==> src/shared/pbs_map.svh <==
// Address map, field positions, reset values and timing for the PLL bring-up controller
`ifndef PBS_MAP_SVH
`define PBS_MAP_SVH

// Host register offsets (byte addresses, one 32-bit word each)
`define PBS_OFS_CMD      8'h00
`define PBS_OFS_DIV      8'h04
`define PBS_OFS_FILT     8'h08
`define PBS_OFS_MUL      8'h0C
`define PBS_OFS_FLASH    8'h10
`define PBS_OFS_FALLBACK 8'h14
`define PBS_OFS_STATUS   8'h18

// Command register bits
`define PBS_CMD_BRINGUP  0
`define PBS_CMD_RECONF   1
`define PBS_CMD_EXTREF   2
`define PBS_CMD_FASTER   3

// Status register bits
`define PBS_STS_BUSY     0
`define PBS_STS_DONE     1
`define PBS_STS_LOCK     2
`define PBS_STS_CACHE    3
`define PBS_STS_RECONF   4
`define PBS_STS_STEP_LSB 8

// Device register addresses on the device's register port
`define PBS_SFR_CTL      8'h01
`define PBS_SFR_DIV      8'h02
`define PBS_SFR_FILT     8'h03
`define PBS_SFR_MUL      8'h04
`define PBS_SFR_FLASH    8'h05
`define PBS_SFR_SYSCLK   8'h06

// Device field positions
`define PBS_CTL_PWR      0
`define PBS_CTL_RUN      1
`define PBS_CTL_SRC      2
`define PBS_CTL_LOCK     4
`define PBS_FLT_LOOP_LSB 0
`define PBS_FLT_OSC_LSB  4
`define PBS_FLASH_RT_LSB 4

// System clock source codes
`define PBS_SYSCLK_INT   3'h0
`define PBS_SYSCLK_EXT   3'h1
`define PBS_SYSCLK_PLL   3'h4

// Reset values
`define PBS_RST_BYTE     8'h00
`define PBS_RST_WORD     32'h0000_0000

// Timing
`define PBS_LOCK_WAIT_NS 5000
`define PBS_CLK_PERIOD_NS 5

`endif

==> src/shared/pbs_pkg.sv <==
// Types shared by the PLL bring-up controller modules
package pbs_pkg;

    typedef enum logic [5:0] {
        ST_IDLE  = 6'h01,
        ST_FETCH = 6'h02,
        ST_REF   = 6'h04,
        ST_BUS   = 6'h08,
        ST_DELAY = 6'h10,
        ST_POLL  = 6'h20
    } pbs_state_e;

    typedef enum logic [2:0] {
        OP_WRITE    = 3'h0,
        OP_QUIET_WR = 3'h1,
        OP_WAIT_REF = 3'h2,
        OP_WAIT_FB  = 3'h3,
        OP_DELAY    = 3'h4,
        OP_POLL     = 3'h5,
        OP_SKIP     = 3'h6,
        OP_END      = 3'h7
    } pbs_op_e;

    typedef struct packed {
        logic       write;
        logic [7:0] addr;
        logic [7:0] data;
    } pbs_sfr_req_s;

    typedef struct packed {
        pbs_op_e      kind;
        pbs_sfr_req_s req;
    } pbs_op_s;

    typedef struct packed {
        logic       extRef;
        logic       faster;
        logic [7:0] div;
        logic [3:0] loopRange;
        logic [1:0] oscRange;
        logic [7:0] mul;
        logic [1:0] flashTiming;
        logic [2:0] fallback;
    } pbs_cfg_s;

    typedef struct packed {
        pbs_state_e  state;
        logic [3:0]  step;
        logic        reconf;
        logic        waitExt;
        logic        busy;
        logic        done;
        logic        lockSeen;
        logic        cacheOff;
        pbs_cfg_s    cfg;
        logic [1:0]  refSync1;
        logic [1:0]  refSync2;
        logic [31:0] rdata;
    } pbs_seq_s;

    typedef struct packed {
        logic [7:0] addr;
        logic [7:0] wdata;
        logic       write;
        logic       read;
        logic       capture;
        logic       done;
        logic [7:0] rdata;
    } pbs_sfr_s;

    typedef struct packed {
        logic [11:0] count;
        logic        armed;
    } pbs_timer_s;

endpackage : pbs_pkg

==> src/rtl/pbs_wait_timer.sv <==
// Down-counter that reports when a loaded number of cycles has passed
`timescale 1ns/1ps
`include "pbs_map.svh"

module pbs_wait_timer (
    input  wire logic        clock,
    input  wire logic        rstn,
    input  wire logic        start,
    input  wire logic [11:0] cycles,
    output logic             expired
);
    pbs_pkg::pbs_timer_s cur;
    pbs_pkg::pbs_timer_s next_cur;

    always_comb begin
        next_cur = cur;
        if (start) begin
            next_cur.count = cycles;
            next_cur.armed = 1'b1;
        end else if (cur.count != 12'h000) begin
            next_cur.count = cur.count - 12'h001;
        end
    end

    always_ff @(posedge clock or negedge rstn) begin
        if (!rstn) begin
            cur <= '0;
        end else begin
            cur <= next_cur;
        end
    end

    assign expired = cur.armed && (cur.count == 12'h000);
endmodule : pbs_wait_timer

==> src/rtl/pbs_sfr_master.sv <==
// Drives the device register port: one-cycle writes, reads with data one cycle later
`timescale 1ns/1ps
`include "pbs_map.svh"

module pbs_sfr_master (
    input  wire logic                  clock,
    input  wire logic                  rstn,
    input  wire logic                  reqValid,
    input  wire pbs_pkg::pbs_sfr_req_s req,
    output logic                       done,
    output logic [7:0]                 rdata,
    output logic [7:0]                 devAddr,
    output logic [7:0]                 devWdata,
    output logic                       devWrite,
    output logic                       devRead,
    input  wire logic [7:0]            devRdata
);
    pbs_pkg::pbs_sfr_s cur;
    pbs_pkg::pbs_sfr_s next_cur;

    always_comb begin
        next_cur         = cur;
        next_cur.write   = 1'b0;
        next_cur.read    = 1'b0;
        next_cur.done    = 1'b0;
        next_cur.capture = cur.read;
        if (reqValid) begin
            next_cur.addr  = req.addr;
            next_cur.wdata = req.write ? req.data : `PBS_RST_BYTE;
            next_cur.write = req.write;
            next_cur.read  = !req.write;
            next_cur.done  = req.write;
        end
        // Read data stands on the port in the cycle after the read strobe
        if (cur.capture) begin
            next_cur.rdata = devRdata;
            next_cur.done  = 1'b1;
        end
    end

    always_ff @(posedge clock or negedge rstn) begin
        if (!rstn) begin
            cur <= '0;
        end else begin
            cur <= next_cur;
        end
    end

    assign done     = cur.done;
    assign rdata    = cur.rdata;
    assign devAddr  = cur.addr;
    assign devWdata = cur.wdata;
    assign devWrite = cur.write;
    assign devRead  = cur.read;
endmodule : pbs_sfr_master

==> src/rtl/pbs_sequencer.sv <==
// Host controller that brings up and reconfigures the device PLL over its register port
`timescale 1ns/1ps
`include "pbs_map.svh"

// Functional notes
// - lock bit rises; software polls until set
// - loop filter range written before enabling
// - oscillator range written before enabling
// - wait 5 us before first enable
// - reference must be stable before selection
// - select PLL system clock only after lock
// - move system clock off PLL first
// - clear run bit before rewriting settings
// - raise flash timing before faster clock
// - lower flash timing after clock switch
// - caches off while lowering flash timing
module pbs_sequencer (
    input  wire logic        clock,
    input  wire logic        rstn,
    input  wire logic [7:0]  hostAddr,
    input  wire logic [31:0] hostWdata,
    input  wire logic        hostWrite,
    input  wire logic        hostRead,
    output logic [31:0]      hostRdata,
    input  wire logic        refStableInt,
    input  wire logic        refStableExt,
    output logic [7:0]       devAddr,
    output logic [7:0]       devWdata,
    output logic             devWrite,
    output logic             devRead,
    input  wire logic [7:0]  devRdata,
    output logic             cacheOff
);
    localparam int LockWaitCycles =
        (`PBS_LOCK_WAIT_NS + `PBS_CLK_PERIOD_NS - 1) / `PBS_CLK_PERIOD_NS;
    localparam logic [11:0] LockWaitCount =
        12'(LockWaitCycles < 1 ? 1 : LockWaitCycles);

    logic [1:0]            rstPipe;
    logic                  rstSyncN;
    pbs_pkg::pbs_seq_s     cur;
    pbs_pkg::pbs_seq_s     next_cur;
    pbs_pkg::pbs_op_s      op;
    logic                  reqValid;
    pbs_pkg::pbs_sfr_req_s req;
    logic                  reqDone;
    logic [7:0]            reqRdata;
    logic                  timerStart;
    logic                  timerExpired;
    logic                  refOk;
    logic                  startBringup;
    logic                  startReconf;

    always_ff @(posedge clock or negedge rstn) begin
        if (!rstn) begin
            rstPipe <= 2'b00;
        end else begin
            rstPipe <= {rstPipe[0], 1'b1};
        end
    end
    assign rstSyncN = rstPipe[1];

    function automatic pbs_pkg::pbs_op_s wr(input logic [7:0] addr, input logic [7:0] data);
        wr.kind      = pbs_pkg::OP_WRITE;
        wr.req.write = 1'b1;
        wr.req.addr  = addr;
        wr.req.data  = data;
    endfunction : wr

    function automatic pbs_pkg::pbs_op_s kindOnly(input pbs_pkg::pbs_op_e kind);
        kindOnly.kind      = kind;
        kindOnly.req.write = 1'b0;
        kindOnly.req.addr  = `PBS_SFR_CTL;
        kindOnly.req.data  = `PBS_RST_BYTE;
    endfunction : kindOnly

    function automatic logic [7:0] ctlByte(input logic src, input logic pwr, input logic run);
        ctlByte               = `PBS_RST_BYTE;
        ctlByte[`PBS_CTL_SRC] = src;
        ctlByte[`PBS_CTL_PWR] = pwr;
        ctlByte[`PBS_CTL_RUN] = run;
    endfunction : ctlByte

    function automatic logic [7:0] filtByte(input pbs_pkg::pbs_cfg_s cfg);
        filtByte                          = `PBS_RST_BYTE;
        filtByte[`PBS_FLT_LOOP_LSB +: 4] = cfg.loopRange;
        filtByte[`PBS_FLT_OSC_LSB +: 2]  = cfg.oscRange;
    endfunction : filtByte

    function automatic logic [7:0] flashByte(input pbs_pkg::pbs_cfg_s cfg);
        flashByte                          = `PBS_RST_BYTE;
        flashByte[`PBS_FLASH_RT_LSB +: 2] = cfg.flashTiming;
    endfunction : flashByte

    function automatic logic [7:0] clkByte(input logic [2:0] sel);
        clkByte = {5'h00, sel};
    endfunction : clkByte

    // Microprogram: one operation per step for each procedure
    function automatic pbs_pkg::pbs_op_s opFor(
        input logic              reconf,
        input logic [3:0]        step,
        input pbs_pkg::pbs_cfg_s cfg
    );
        pbs_pkg::pbs_op_s o;
        o = kindOnly(pbs_pkg::OP_END);
        if (!reconf) begin
            case (step)
                4'h0: o = kindOnly(pbs_pkg::OP_WAIT_REF);
                4'h1: o = wr(`PBS_SFR_CTL, ctlByte(cfg.extRef, 1'b0, 1'b0));
                4'h2: o = wr(`PBS_SFR_FLASH, flashByte(cfg));
                4'h3: o = wr(`PBS_SFR_CTL, ctlByte(cfg.extRef, 1'b1, 1'b0));
                4'h4: o = wr(`PBS_SFR_DIV, cfg.div);
                4'h5: o = wr(`PBS_SFR_FILT, filtByte(cfg));
                4'h6: o = wr(`PBS_SFR_MUL, cfg.mul);
                4'h7: o = kindOnly(pbs_pkg::OP_DELAY);
                4'h8: o = wr(`PBS_SFR_CTL, ctlByte(cfg.extRef, 1'b1, 1'b1));
                4'h9: o = kindOnly(pbs_pkg::OP_POLL);
                4'hA: o = wr(`PBS_SFR_SYSCLK, clkByte(`PBS_SYSCLK_PLL));
                default: o = kindOnly(pbs_pkg::OP_END);
            endcase
        end else begin
            case (step)
                4'h0: o = kindOnly(pbs_pkg::OP_WAIT_FB);
                4'h1: o = wr(`PBS_SFR_SYSCLK, clkByte(cfg.fallback));
                4'h2: o = kindOnly(pbs_pkg::OP_WAIT_REF);
                4'h3: o = wr(`PBS_SFR_CTL, ctlByte(cfg.extRef, 1'b1, 1'b1));
                4'h4: begin
                    if (cfg.faster) begin
                        o = wr(`PBS_SFR_FLASH, flashByte(cfg));
                    end else begin
                        o = kindOnly(pbs_pkg::OP_SKIP);
                    end
                end
                4'h5: o = wr(`PBS_SFR_CTL, ctlByte(cfg.extRef, 1'b1, 1'b0));
                4'h6: o = wr(`PBS_SFR_DIV, cfg.div);
                4'h7: o = wr(`PBS_SFR_FILT, filtByte(cfg));
                4'h8: o = wr(`PBS_SFR_MUL, cfg.mul);
                4'h9: o = wr(`PBS_SFR_CTL, ctlByte(cfg.extRef, 1'b1, 1'b1));
                4'hA: o = kindOnly(pbs_pkg::OP_POLL);
                4'hB: o = wr(`PBS_SFR_SYSCLK, clkByte(`PBS_SYSCLK_PLL));
                4'hC: begin
                    if (!cfg.faster) begin
                        o = wr(`PBS_SFR_FLASH, flashByte(cfg));
                        o.kind = pbs_pkg::OP_QUIET_WR;
                    end else begin
                        o = kindOnly(pbs_pkg::OP_SKIP);
                    end
                end
                default: o = kindOnly(pbs_pkg::OP_END);
            endcase
        end
        return o;
    endfunction : opFor

    assign op           = opFor(cur.reconf, cur.step, cur.cfg);
    assign refOk        = cur.waitExt ? cur.refSync2[1] : cur.refSync2[0];
    assign startBringup = hostWrite && (hostAddr == `PBS_OFS_CMD) && !cur.busy
                          && hostWdata[`PBS_CMD_BRINGUP];
    assign startReconf  = hostWrite && (hostAddr == `PBS_OFS_CMD) && !cur.busy
                          && !hostWdata[`PBS_CMD_BRINGUP] && hostWdata[`PBS_CMD_RECONF];

    always_comb begin
        next_cur       = cur;
        next_cur.rdata = `PBS_RST_WORD;
        reqValid       = 1'b0;
        req            = op.req;
        timerStart     = 1'b0;

        // Stability flags come from outside the clock domain
        next_cur.refSync1 = {refStableExt, refStableInt};
        next_cur.refSync2 = cur.refSync1;

        // Register writes; configuration is frozen while a procedure runs
        if (hostWrite && !cur.busy) begin
            unique case (hostAddr)
                `PBS_OFS_CMD: begin
                    next_cur.cfg.extRef = hostWdata[`PBS_CMD_EXTREF];
                    next_cur.cfg.faster = hostWdata[`PBS_CMD_FASTER];
                end
                `PBS_OFS_DIV:   next_cur.cfg.div = hostWdata[7:0];
                `PBS_OFS_FILT: begin
                    next_cur.cfg.loopRange = hostWdata[`PBS_FLT_LOOP_LSB +: 4];
                    next_cur.cfg.oscRange  = hostWdata[`PBS_FLT_OSC_LSB +: 2];
                end
                `PBS_OFS_MUL:      next_cur.cfg.mul = hostWdata[7:0];
                `PBS_OFS_FLASH:    next_cur.cfg.flashTiming = hostWdata[1:0];
                `PBS_OFS_FALLBACK: next_cur.cfg.fallback = hostWdata[2:0];
                default: ;
            endcase
        end

        if (startBringup || startReconf) begin
            next_cur.busy     = 1'b1;
            next_cur.done     = 1'b0;
            next_cur.lockSeen = 1'b0;
            next_cur.reconf   = startReconf;
            next_cur.step     = 4'h0;
            next_cur.state    = pbs_pkg::ST_FETCH;
        end

        if (hostRead) begin
            unique case (hostAddr)
                `PBS_OFS_CMD: begin
                    next_cur.rdata[`PBS_CMD_EXTREF] = cur.cfg.extRef;
                    next_cur.rdata[`PBS_CMD_FASTER] = cur.cfg.faster;
                end
                `PBS_OFS_DIV:  next_cur.rdata[7:0] = cur.cfg.div;
                `PBS_OFS_FILT: next_cur.rdata[7:0] = filtByte(cur.cfg);
                `PBS_OFS_MUL:  next_cur.rdata[7:0] = cur.cfg.mul;
                `PBS_OFS_FLASH:    next_cur.rdata[1:0] = cur.cfg.flashTiming;
                `PBS_OFS_FALLBACK: next_cur.rdata[2:0] = cur.cfg.fallback;
                `PBS_OFS_STATUS: begin
                    next_cur.rdata[`PBS_STS_BUSY]   = cur.busy;
                    next_cur.rdata[`PBS_STS_DONE]   = cur.done;
                    next_cur.rdata[`PBS_STS_LOCK]   = cur.lockSeen;
                    next_cur.rdata[`PBS_STS_CACHE]  = cur.cacheOff;
                    next_cur.rdata[`PBS_STS_RECONF] = cur.reconf;
                    next_cur.rdata[`PBS_STS_STEP_LSB +: 4] = cur.step;
                end
                default: ;
            endcase
        end

        unique case (cur.state)
            pbs_pkg::ST_IDLE: ;
            pbs_pkg::ST_FETCH: begin
                unique case (op.kind)
                    pbs_pkg::OP_WRITE, pbs_pkg::OP_QUIET_WR: begin
                        // Caches go off one cycle ahead of the lowering write
                        if (op.kind == pbs_pkg::OP_QUIET_WR && !cur.cacheOff) begin
                            next_cur.cacheOff = 1'b1;
                        end else begin
                            reqValid       = 1'b1;
                            next_cur.state = pbs_pkg::ST_BUS;
                        end
                    end
                    pbs_pkg::OP_WAIT_REF: begin
                        next_cur.waitExt = cur.cfg.extRef;
                        next_cur.state   = pbs_pkg::ST_REF;
                    end
                    pbs_pkg::OP_WAIT_FB: begin
                        next_cur.waitExt = (cur.cfg.fallback == `PBS_SYSCLK_EXT);
                        next_cur.state   = pbs_pkg::ST_REF;
                    end
                    pbs_pkg::OP_DELAY: begin
                        timerStart     = 1'b1;
                        next_cur.state = pbs_pkg::ST_DELAY;
                    end
                    pbs_pkg::OP_POLL: begin
                        reqValid       = 1'b1;
                        req.write      = 1'b0;
                        req.addr       = `PBS_SFR_CTL;
                        next_cur.state = pbs_pkg::ST_POLL;
                    end
                    pbs_pkg::OP_SKIP: begin
                        next_cur.step = cur.step + 4'h1;
                    end
                    pbs_pkg::OP_END: begin
                        next_cur.busy     = 1'b0;
                        next_cur.done     = 1'b1;
                        next_cur.cacheOff = 1'b0;
                        next_cur.state    = pbs_pkg::ST_IDLE;
                    end
                endcase
            end
            pbs_pkg::ST_REF: begin
                if (refOk) begin
                    next_cur.step  = cur.step + 4'h1;
                    next_cur.state = pbs_pkg::ST_FETCH;
                end
            end
            pbs_pkg::ST_BUS: begin
                if (reqDone) begin
                    next_cur.cacheOff = 1'b0;
                    next_cur.step     = cur.step + 4'h1;
                    next_cur.state    = pbs_pkg::ST_FETCH;
                end
            end
            pbs_pkg::ST_DELAY: begin
                if (timerExpired) begin
                    next_cur.step  = cur.step + 4'h1;
                    next_cur.state = pbs_pkg::ST_FETCH;
                end
            end
            pbs_pkg::ST_POLL: begin
                if (reqDone) begin
                    // Not yet locked: fetch the same poll step again
                    if (reqRdata[`PBS_CTL_LOCK]) begin
                        next_cur.lockSeen = 1'b1;
                        next_cur.step     = cur.step + 4'h1;
                    end
                    next_cur.state = pbs_pkg::ST_FETCH;
                end
            end
            default: next_cur.state = pbs_pkg::ST_IDLE;
        endcase
    end

    always_ff @(posedge clock or negedge rstSyncN) begin
        if (!rstSyncN) begin
            cur                 <= '0;
            cur.state           <= pbs_pkg::ST_IDLE;
            cur.cfg.fallback    <= `PBS_SYSCLK_INT;
        end else begin
            cur <= next_cur;
        end
    end

    pbs_sfr_master u_sfr (
        .clock    (clock),
        .rstn     (rstSyncN),
        .reqValid (reqValid),
        .req      (req),
        .done     (reqDone),
        .rdata    (reqRdata),
        .devAddr  (devAddr),
        .devWdata (devWdata),
        .devWrite (devWrite),
        .devRead  (devRead),
        .devRdata (devRdata)
    );

    pbs_wait_timer u_timer (
        .clock   (clock),
        .rstn    (rstSyncN),
        .start   (timerStart),
        .cycles  (LockWaitCount),
        .expired (timerExpired)
    );

    assign hostRdata = cur.rdata;
    assign cacheOff  = cur.cacheOff;
endmodule : pbs_sequencer

==> config.mk <==
export PLATFORM = sky130hd
export DESIGN_NAME = pbs_sequencer
export DESIGN_NICKNAME = d
export VERILOG_FILES = /design/src/shared/pbs_pkg.sv /design/src/rtl/pbs_wait_timer.sv /design/src/rtl/pbs_sfr_master.sv /design/src/rtl/pbs_sequencer.sv
export VERILOG_INCLUDE_DIRS = /design/src /design/src/shared
export SDC_FILE = /design/constraint.sdc
export NUM_CORES = 1
export LEC_CHECK = 0
export BUFFER_PORTS_ARGS = -buffer_cell sky130_fd_sc_hd__buf_4
export CAP_MARGIN = 20
export CORE_UTILIZATION = 56
export CTS_CLUSTER_SIZE = 16
export DETAILED_ROUTE_END_ITERATION = 8
export GPL_TIMING_DRIVEN = 0
export PLACE_DENSITY = 0.81
export SETUP_SLACK_MARGIN = 0.4
export SLEW_MARGIN = 20
export SYNTH_ARGS = -nofsm -noshare
export SYNTH_HDL_FRONTEND = slang
export SYNTH_SLANG_ARGS = --single-unit
==> constraint.sdc <==
create_clock -name clock -period 3 [get_ports clock]
set_input_delay 0.6 -clock clock [delete_from_list [all_inputs] [get_ports clock]]
set_output_delay 0.6 -clock clock [all_outputs]
set_load 0.02 [all_outputs]
# Word-level counts from Yosys, hierarchy flattened
# Cells that the tools add are included.
# Widths: inputs -> output; s select.
# totals
input_bits	54
register_bits	104
# op_classes
addsub	2
n_mux	48
n_reduce_logical	32
eq_ne	35
# ops
operator	count
$pmux 20 s12	1
$pmux 20 s11	1
$mux 20	3
$mux 10	4
$mux 12	3
$pmux 6 s6	1
$pmux 6 s5	1
$mux 9	3
$eq 8x5->1 const B	3
$eq 4x4->1 const B	5
$pmux 4 s5	1
$eq 4x3->1 const B	4
$eq 8x4->1 const B	2
$reduce_and 2->1	7
$eq 3x3->1 const B	4
$logic_not 12->1	1
$mux 4	3
$pmux 2 s6	1
$reduce_bool 12->1	1
$sub 12x1->12 const B	1
$mux 1	11
$mux 11	1
$pmux 3 s3	1
$eq 4x2->1 const B	2
31 further kinds	52

# Logic depth before layout (Yosys ltp)
# logic_depth
depth_word	11
mapped_depth	12
mapped_depth_nobuf	9

# Cells and area by module
# A second synthesis with hierarchy kept.
# hier_totals
cells_unflattened	607
hier_area_um2	6120.9
# modules_own_cells
mod	area_per_inst_um2	n_inst	seq_area_each_um2	cells_each
pbs_sequencer	4175.3	1	1577.8	445
pbs_sfr_master	1181.1	1	700.7	83
pbs_wait_timer	764.5	1	325.3	79

# Worst setup path before layout
# OpenSTA, ideal clock, no wires.
# synth_timing
path_type	flip-flop to flip-flop
startpoint	register cur[71] (netlist bit)
endpoint	register cur[74] (netlist bit)
required_ps	2874
n_path_buf	1
path_stages_with_launch	10
path_slack_ps	514
arrival_time_ps	2359
cell_sequence	dfrtp_1 > inv_1 > ha_1 > buf_2 > or3_1 > o21ai_2 > o32a_1 > nand4_1 > and2b_4 > a311o_1
# synth_rtl
item	line_no	source
start: declaration	pbs_sequencer.sv:41	pbs_pkg::pbs_seq_s cur;
start signal: assignment	pbs_sequencer.sv:306	cur <= next_cur;

# Worst setup path in the final report
# layout_timing
startpoint	register cur[71] (netlist bit)
endpoint	register u_timer.cur[3] (netlist bit)
# layout_via
elab_chain_cells	8
# layout_rtl
item	line_no	source
$eq 4x4->1 / $eq 4x2->1 (equally long branches)	pbs_sequencer.sv:108, pbs_sequencer.sv:123	
$reduce_or 2->1 (no source line)	--	
$pmux 20 s12	pbs_sequencer.sv:123	case (step)
$mux 20 (*)	pbs_sequencer.sv:107	if (!reconf) begin
$eq 3x3->1 (*)	pbs_sequencer.sv:228	unique case (op.kind)
$mux 1 (*)	pbs_sequencer.sv:228	
$mux 1 (*)	pbs_sequencer.sv:225	unique case (cur.state)
$mux 12 / $reduce_bool 2->1 (equally long branches)	--	
end signal: assignment	pbs_wait_timer.sv:29	cur <= next_cur;
end: declaration	pbs_wait_timer.sv:12	pbs_pkg::pbs_timer_s cur;
# Every way passes the cells marked *; elsewhere a longest branch is shown, timed or not.
# A chain may end at the register's enable or synchronous reset.

==> flow_metrics.py <==
metrics = {
    "die": {
        "dieHeight_um": 100,
        "start_util": 0.582,
        "core-area_sq_um": 9330,
        "io-pin-count": 105,
        "fp-row-count": 35,
        "fp.dieW_um": 100,
        "die-area_sq_um": 10100,
    },
    "status": {
        "status": "finished clean",
    },
    "setup_path": {
        "reg2reg_from": "cur[71]$_DFF_PN0_",
        "r2r_slack_ns": 0.31,
        "crit_path_start_kind": "flop",
        "critical_path_class": "reg -> reg",
        "cp.arrival_ns": 2.94,
        "r2r_end": "u_timer.cur[3]$_DFFE_PN0P_",
        "cp_max_fo": 8,
        "reg2reg_depth": 10,
        "cp-end-kind": "flop",
        "worstPathRequired_ns": 3.25,
    },
    "routing": {
        "drtIter0Drc": 556,
        "ant_nets": 0,
        "drt_wl_total_mm": 14.7,
        "drc": 0,
        "viasPerCell": 5.99,
        "avgRoutedWirePerCell_um": 18.0,
        "drtPass1Iterations": 9,
        "vias": 4885,
    },
    "synthesis": {
        "synth_top_area_cell": "dfrtp_1",
        "synth_edf_count": 0,
        "synth_cells": 570,
        "ys.flop_type": "dfrtp_1",
        "syn_area_per_cell_sq_um": 9.52,
        "synth_area_sq_um": 5430,
        "synth_most_common_cell": "dfrtp_1",
        "synth_cell_types": 75,
        "yosys_warnings": 0,
        "synth_area_leaders": "dfrtp_1, buf_4, mux2_2, nor2_1, nand2_1",
        "ys_async_sr_fraction": 1.00,
        "synth_top_area_share": 0.420,
        "synth_seq_cells": 92,
        "synth_commonest_cells": "dfrtp_1, buf_4, nor2_1",
        "yosysSeqAreaShare": 0.425,
    },
    "clocking": {
        "cts_hold_buffers": 0,
        "clk_latency_ns": 0.36,
        "cts_tree": "done",
        "clockRootBuffer": "clkbuf_8",
        "htreeDepth": 3,
        "clkSlewWorstSetupHoldPaths_ns": 0.10,
        "cts_buffer_depth": 2,
        "cts_buffers": 9,
        "clock_sinks": 92,
    },
    "sta": {
        "period_needed_ns": 2.69,
        "fin_crit_sh": 0.898,
        "finalHoldViolCount": 0,
        "skew_ns": 0.0178,
        "hold_slack_ns": 0.0180,
        "slew_viol_final": 0,
        "relSlewSlack": 0.501,
        "fmax_mhz": 371,
        "tns_ns": 0,
        "rsz0062_at_grt": "true",
        "finalSetupViolations": 0,
        "tightest_slew_ns": 0.742,
    },
    "finish": {
        "area_growth_pct": 23.2,
        "drive_gt1_frac": 0.334,
        "antennaDiodeCount": 0,
        "utilization": 0.717,
        "instances_no_fill": 815,
        "nets": 740,
    },
    "global_routing": {
        "grt_pass1_wl_mm": 23.3,
        "grt_use_met1": 0.430,
        "track_usage": 0.298,
        "top_usage_layer": "met2",
        "globalRouteMet3Util": 0.0522,
        "gr-total-overflow": 0,
        "antenna_found_initial": 0,
        "grt_pass1_vias": 4553,
        "grt_use_met2": 0.448,
        "grt_max_degree": 47,
    },
    "placement": {
        "io_buffers": 48,
        "hpwlAfterDp_mm": 10.1,
        "gp_congestion": 0.961,
        "placed_cells": 772,
    },
    "pwr": {
        "p_leak_nw": 3.11,
        "ir_drop_mv": 0.260,
        "power.total_mw": 2.62,
        "p_per_area_nw_per_um2": 392,
    },
    "hold_path": {
        "min_path_type": "in -> async",
    },
    "run": {
        "drv_cap": 0,
    },
}
## layout by cell type, fill, tap and decap left out, drive strengths merged, types with 13 or more instances in the layout
cell type / instances
buf: 137
dfrtp: 91
nor2: 50
nand2: 45
mux2: 30
clkbuf: 30
o21ai: 27
conb: 26
a21oi: 25
nand3: 18
a22oi: 14
nor3: 13
## metrics by stage
stage	instance area, sq um	worst slack (ns)
2_1_floorplan	5520	0.514
3_3_place_gp	6040	0.101
3_5_place_dp	6070	0.0752
4_1_cts	6440	0.340
5_1_grt	6690	0.239
6_report	6690	0.307
## final cells by class
| class | count | area [sq um] |
|---|---|---|
| clock inverters | 5 | 35.0 |
| fillers | 706 | 2640 |
| repair buffers | 76 | 602 |
| well taps | 129 | 161 |
| inverters | 10 | 40.0 |
| plain buffers | 80 | 533 |
| multi-input cells | 412 | 2860 |
| flip-flops and latches | 92 | 2310 |
| clock buffers | 11 | 151 |
## per-layer routing
metal / share of wire / wire length, um
met1: 0.43 / 6270
met2: 0.45 / 6600
met3: 0.099 / 1460
met4: 0.023 / 330
met5: 0 / 0
## registers in the layout, summed over array words and instances (netlist names)
name / count
cacheOff: 1
u_sfr.devRead: 1
u_sfr.cur: 1
u_sfr.done: 1
rstPipe: 2
hostRdata: 12
u_sfr.devWrite: 1
cur: 48
u_sfr.devWdata: 8
u_sfr.devAddr: 3
u_sfr.rdata: 1
u_timer.cur: 13
## critical path: stages, from the launching register on
cell     delay [ns]
dfrtp_2        0.48
inv_4          0.07
ha_4           0.16
buf_6          0.11
or4_4          0.43
o211a_4        0.19
a32oi_4        0.35
nand2_2        0.14
or3_4          0.39
buf_6          0.15
and2_4         0.13
## report_power, final
part	switching (mW)	internal, mW
Combinational	0.255	0.205
Sequential	0.0774	1.29
Clock	0.444	0.349
## repair_timing
item                                    CTS  global route
endpoints found under the setup margin   38            48
resized for setup                        21            35
cloned                                    0             1
buffers inserted                         14            12
pin swaps                                 9            18
## worst max-delay path by stage
stage / start / to / slack, ns / cells after the start
2_1_floorplan: cur[71]$_DFF_PN0_ / cur[74]$_DFF_PN0_ / 0.51 / 9
3_3_place_gp: cur[71]$_DFF_PN0_ / cur[74]$_DFF_PN0_ / 0.10 / 9
3_5_place_dp: cur[71]$_DFF_PN0_ / cur[74]$_DFF_PN0_ / 0.08 / 9
4_1_cts: cur[71]$_DFF_PN0_ / cur[74]$_DFF_PN0_ / 0.34 / 7
5_1_grt: cur[72]$_DFF_PN0_ / u_timer.cur[3]$_DFFE_PN0P_ / 0.24 / 9
6_report: cur[71]$_DFF_PN0_ / u_timer.cur[3]$_DFFE_PN0P_ / 0.31 / 10
## logic make-up (layout without fill, tap and decap cells)
family / Yosys count / count (layout) / share of synthesized area
adders and majority gates: 5 / 5 / 0.0115
buffers and inverters: 90 / 182 / 0.101
AOI/OAI and AO/OA: 150 / 150 / 0.200
muxes: 35 / 35 / 0.0715
and+or+nand+nor: 190 / 190 / 0.180
DFF: 92 / 92 / 0.425
other: 2 / 26 / 0.00138
xor gates and xnor gates: 6 / 6 / 0.00969
No activity file was read; power rests on OpenSTA's default activity.
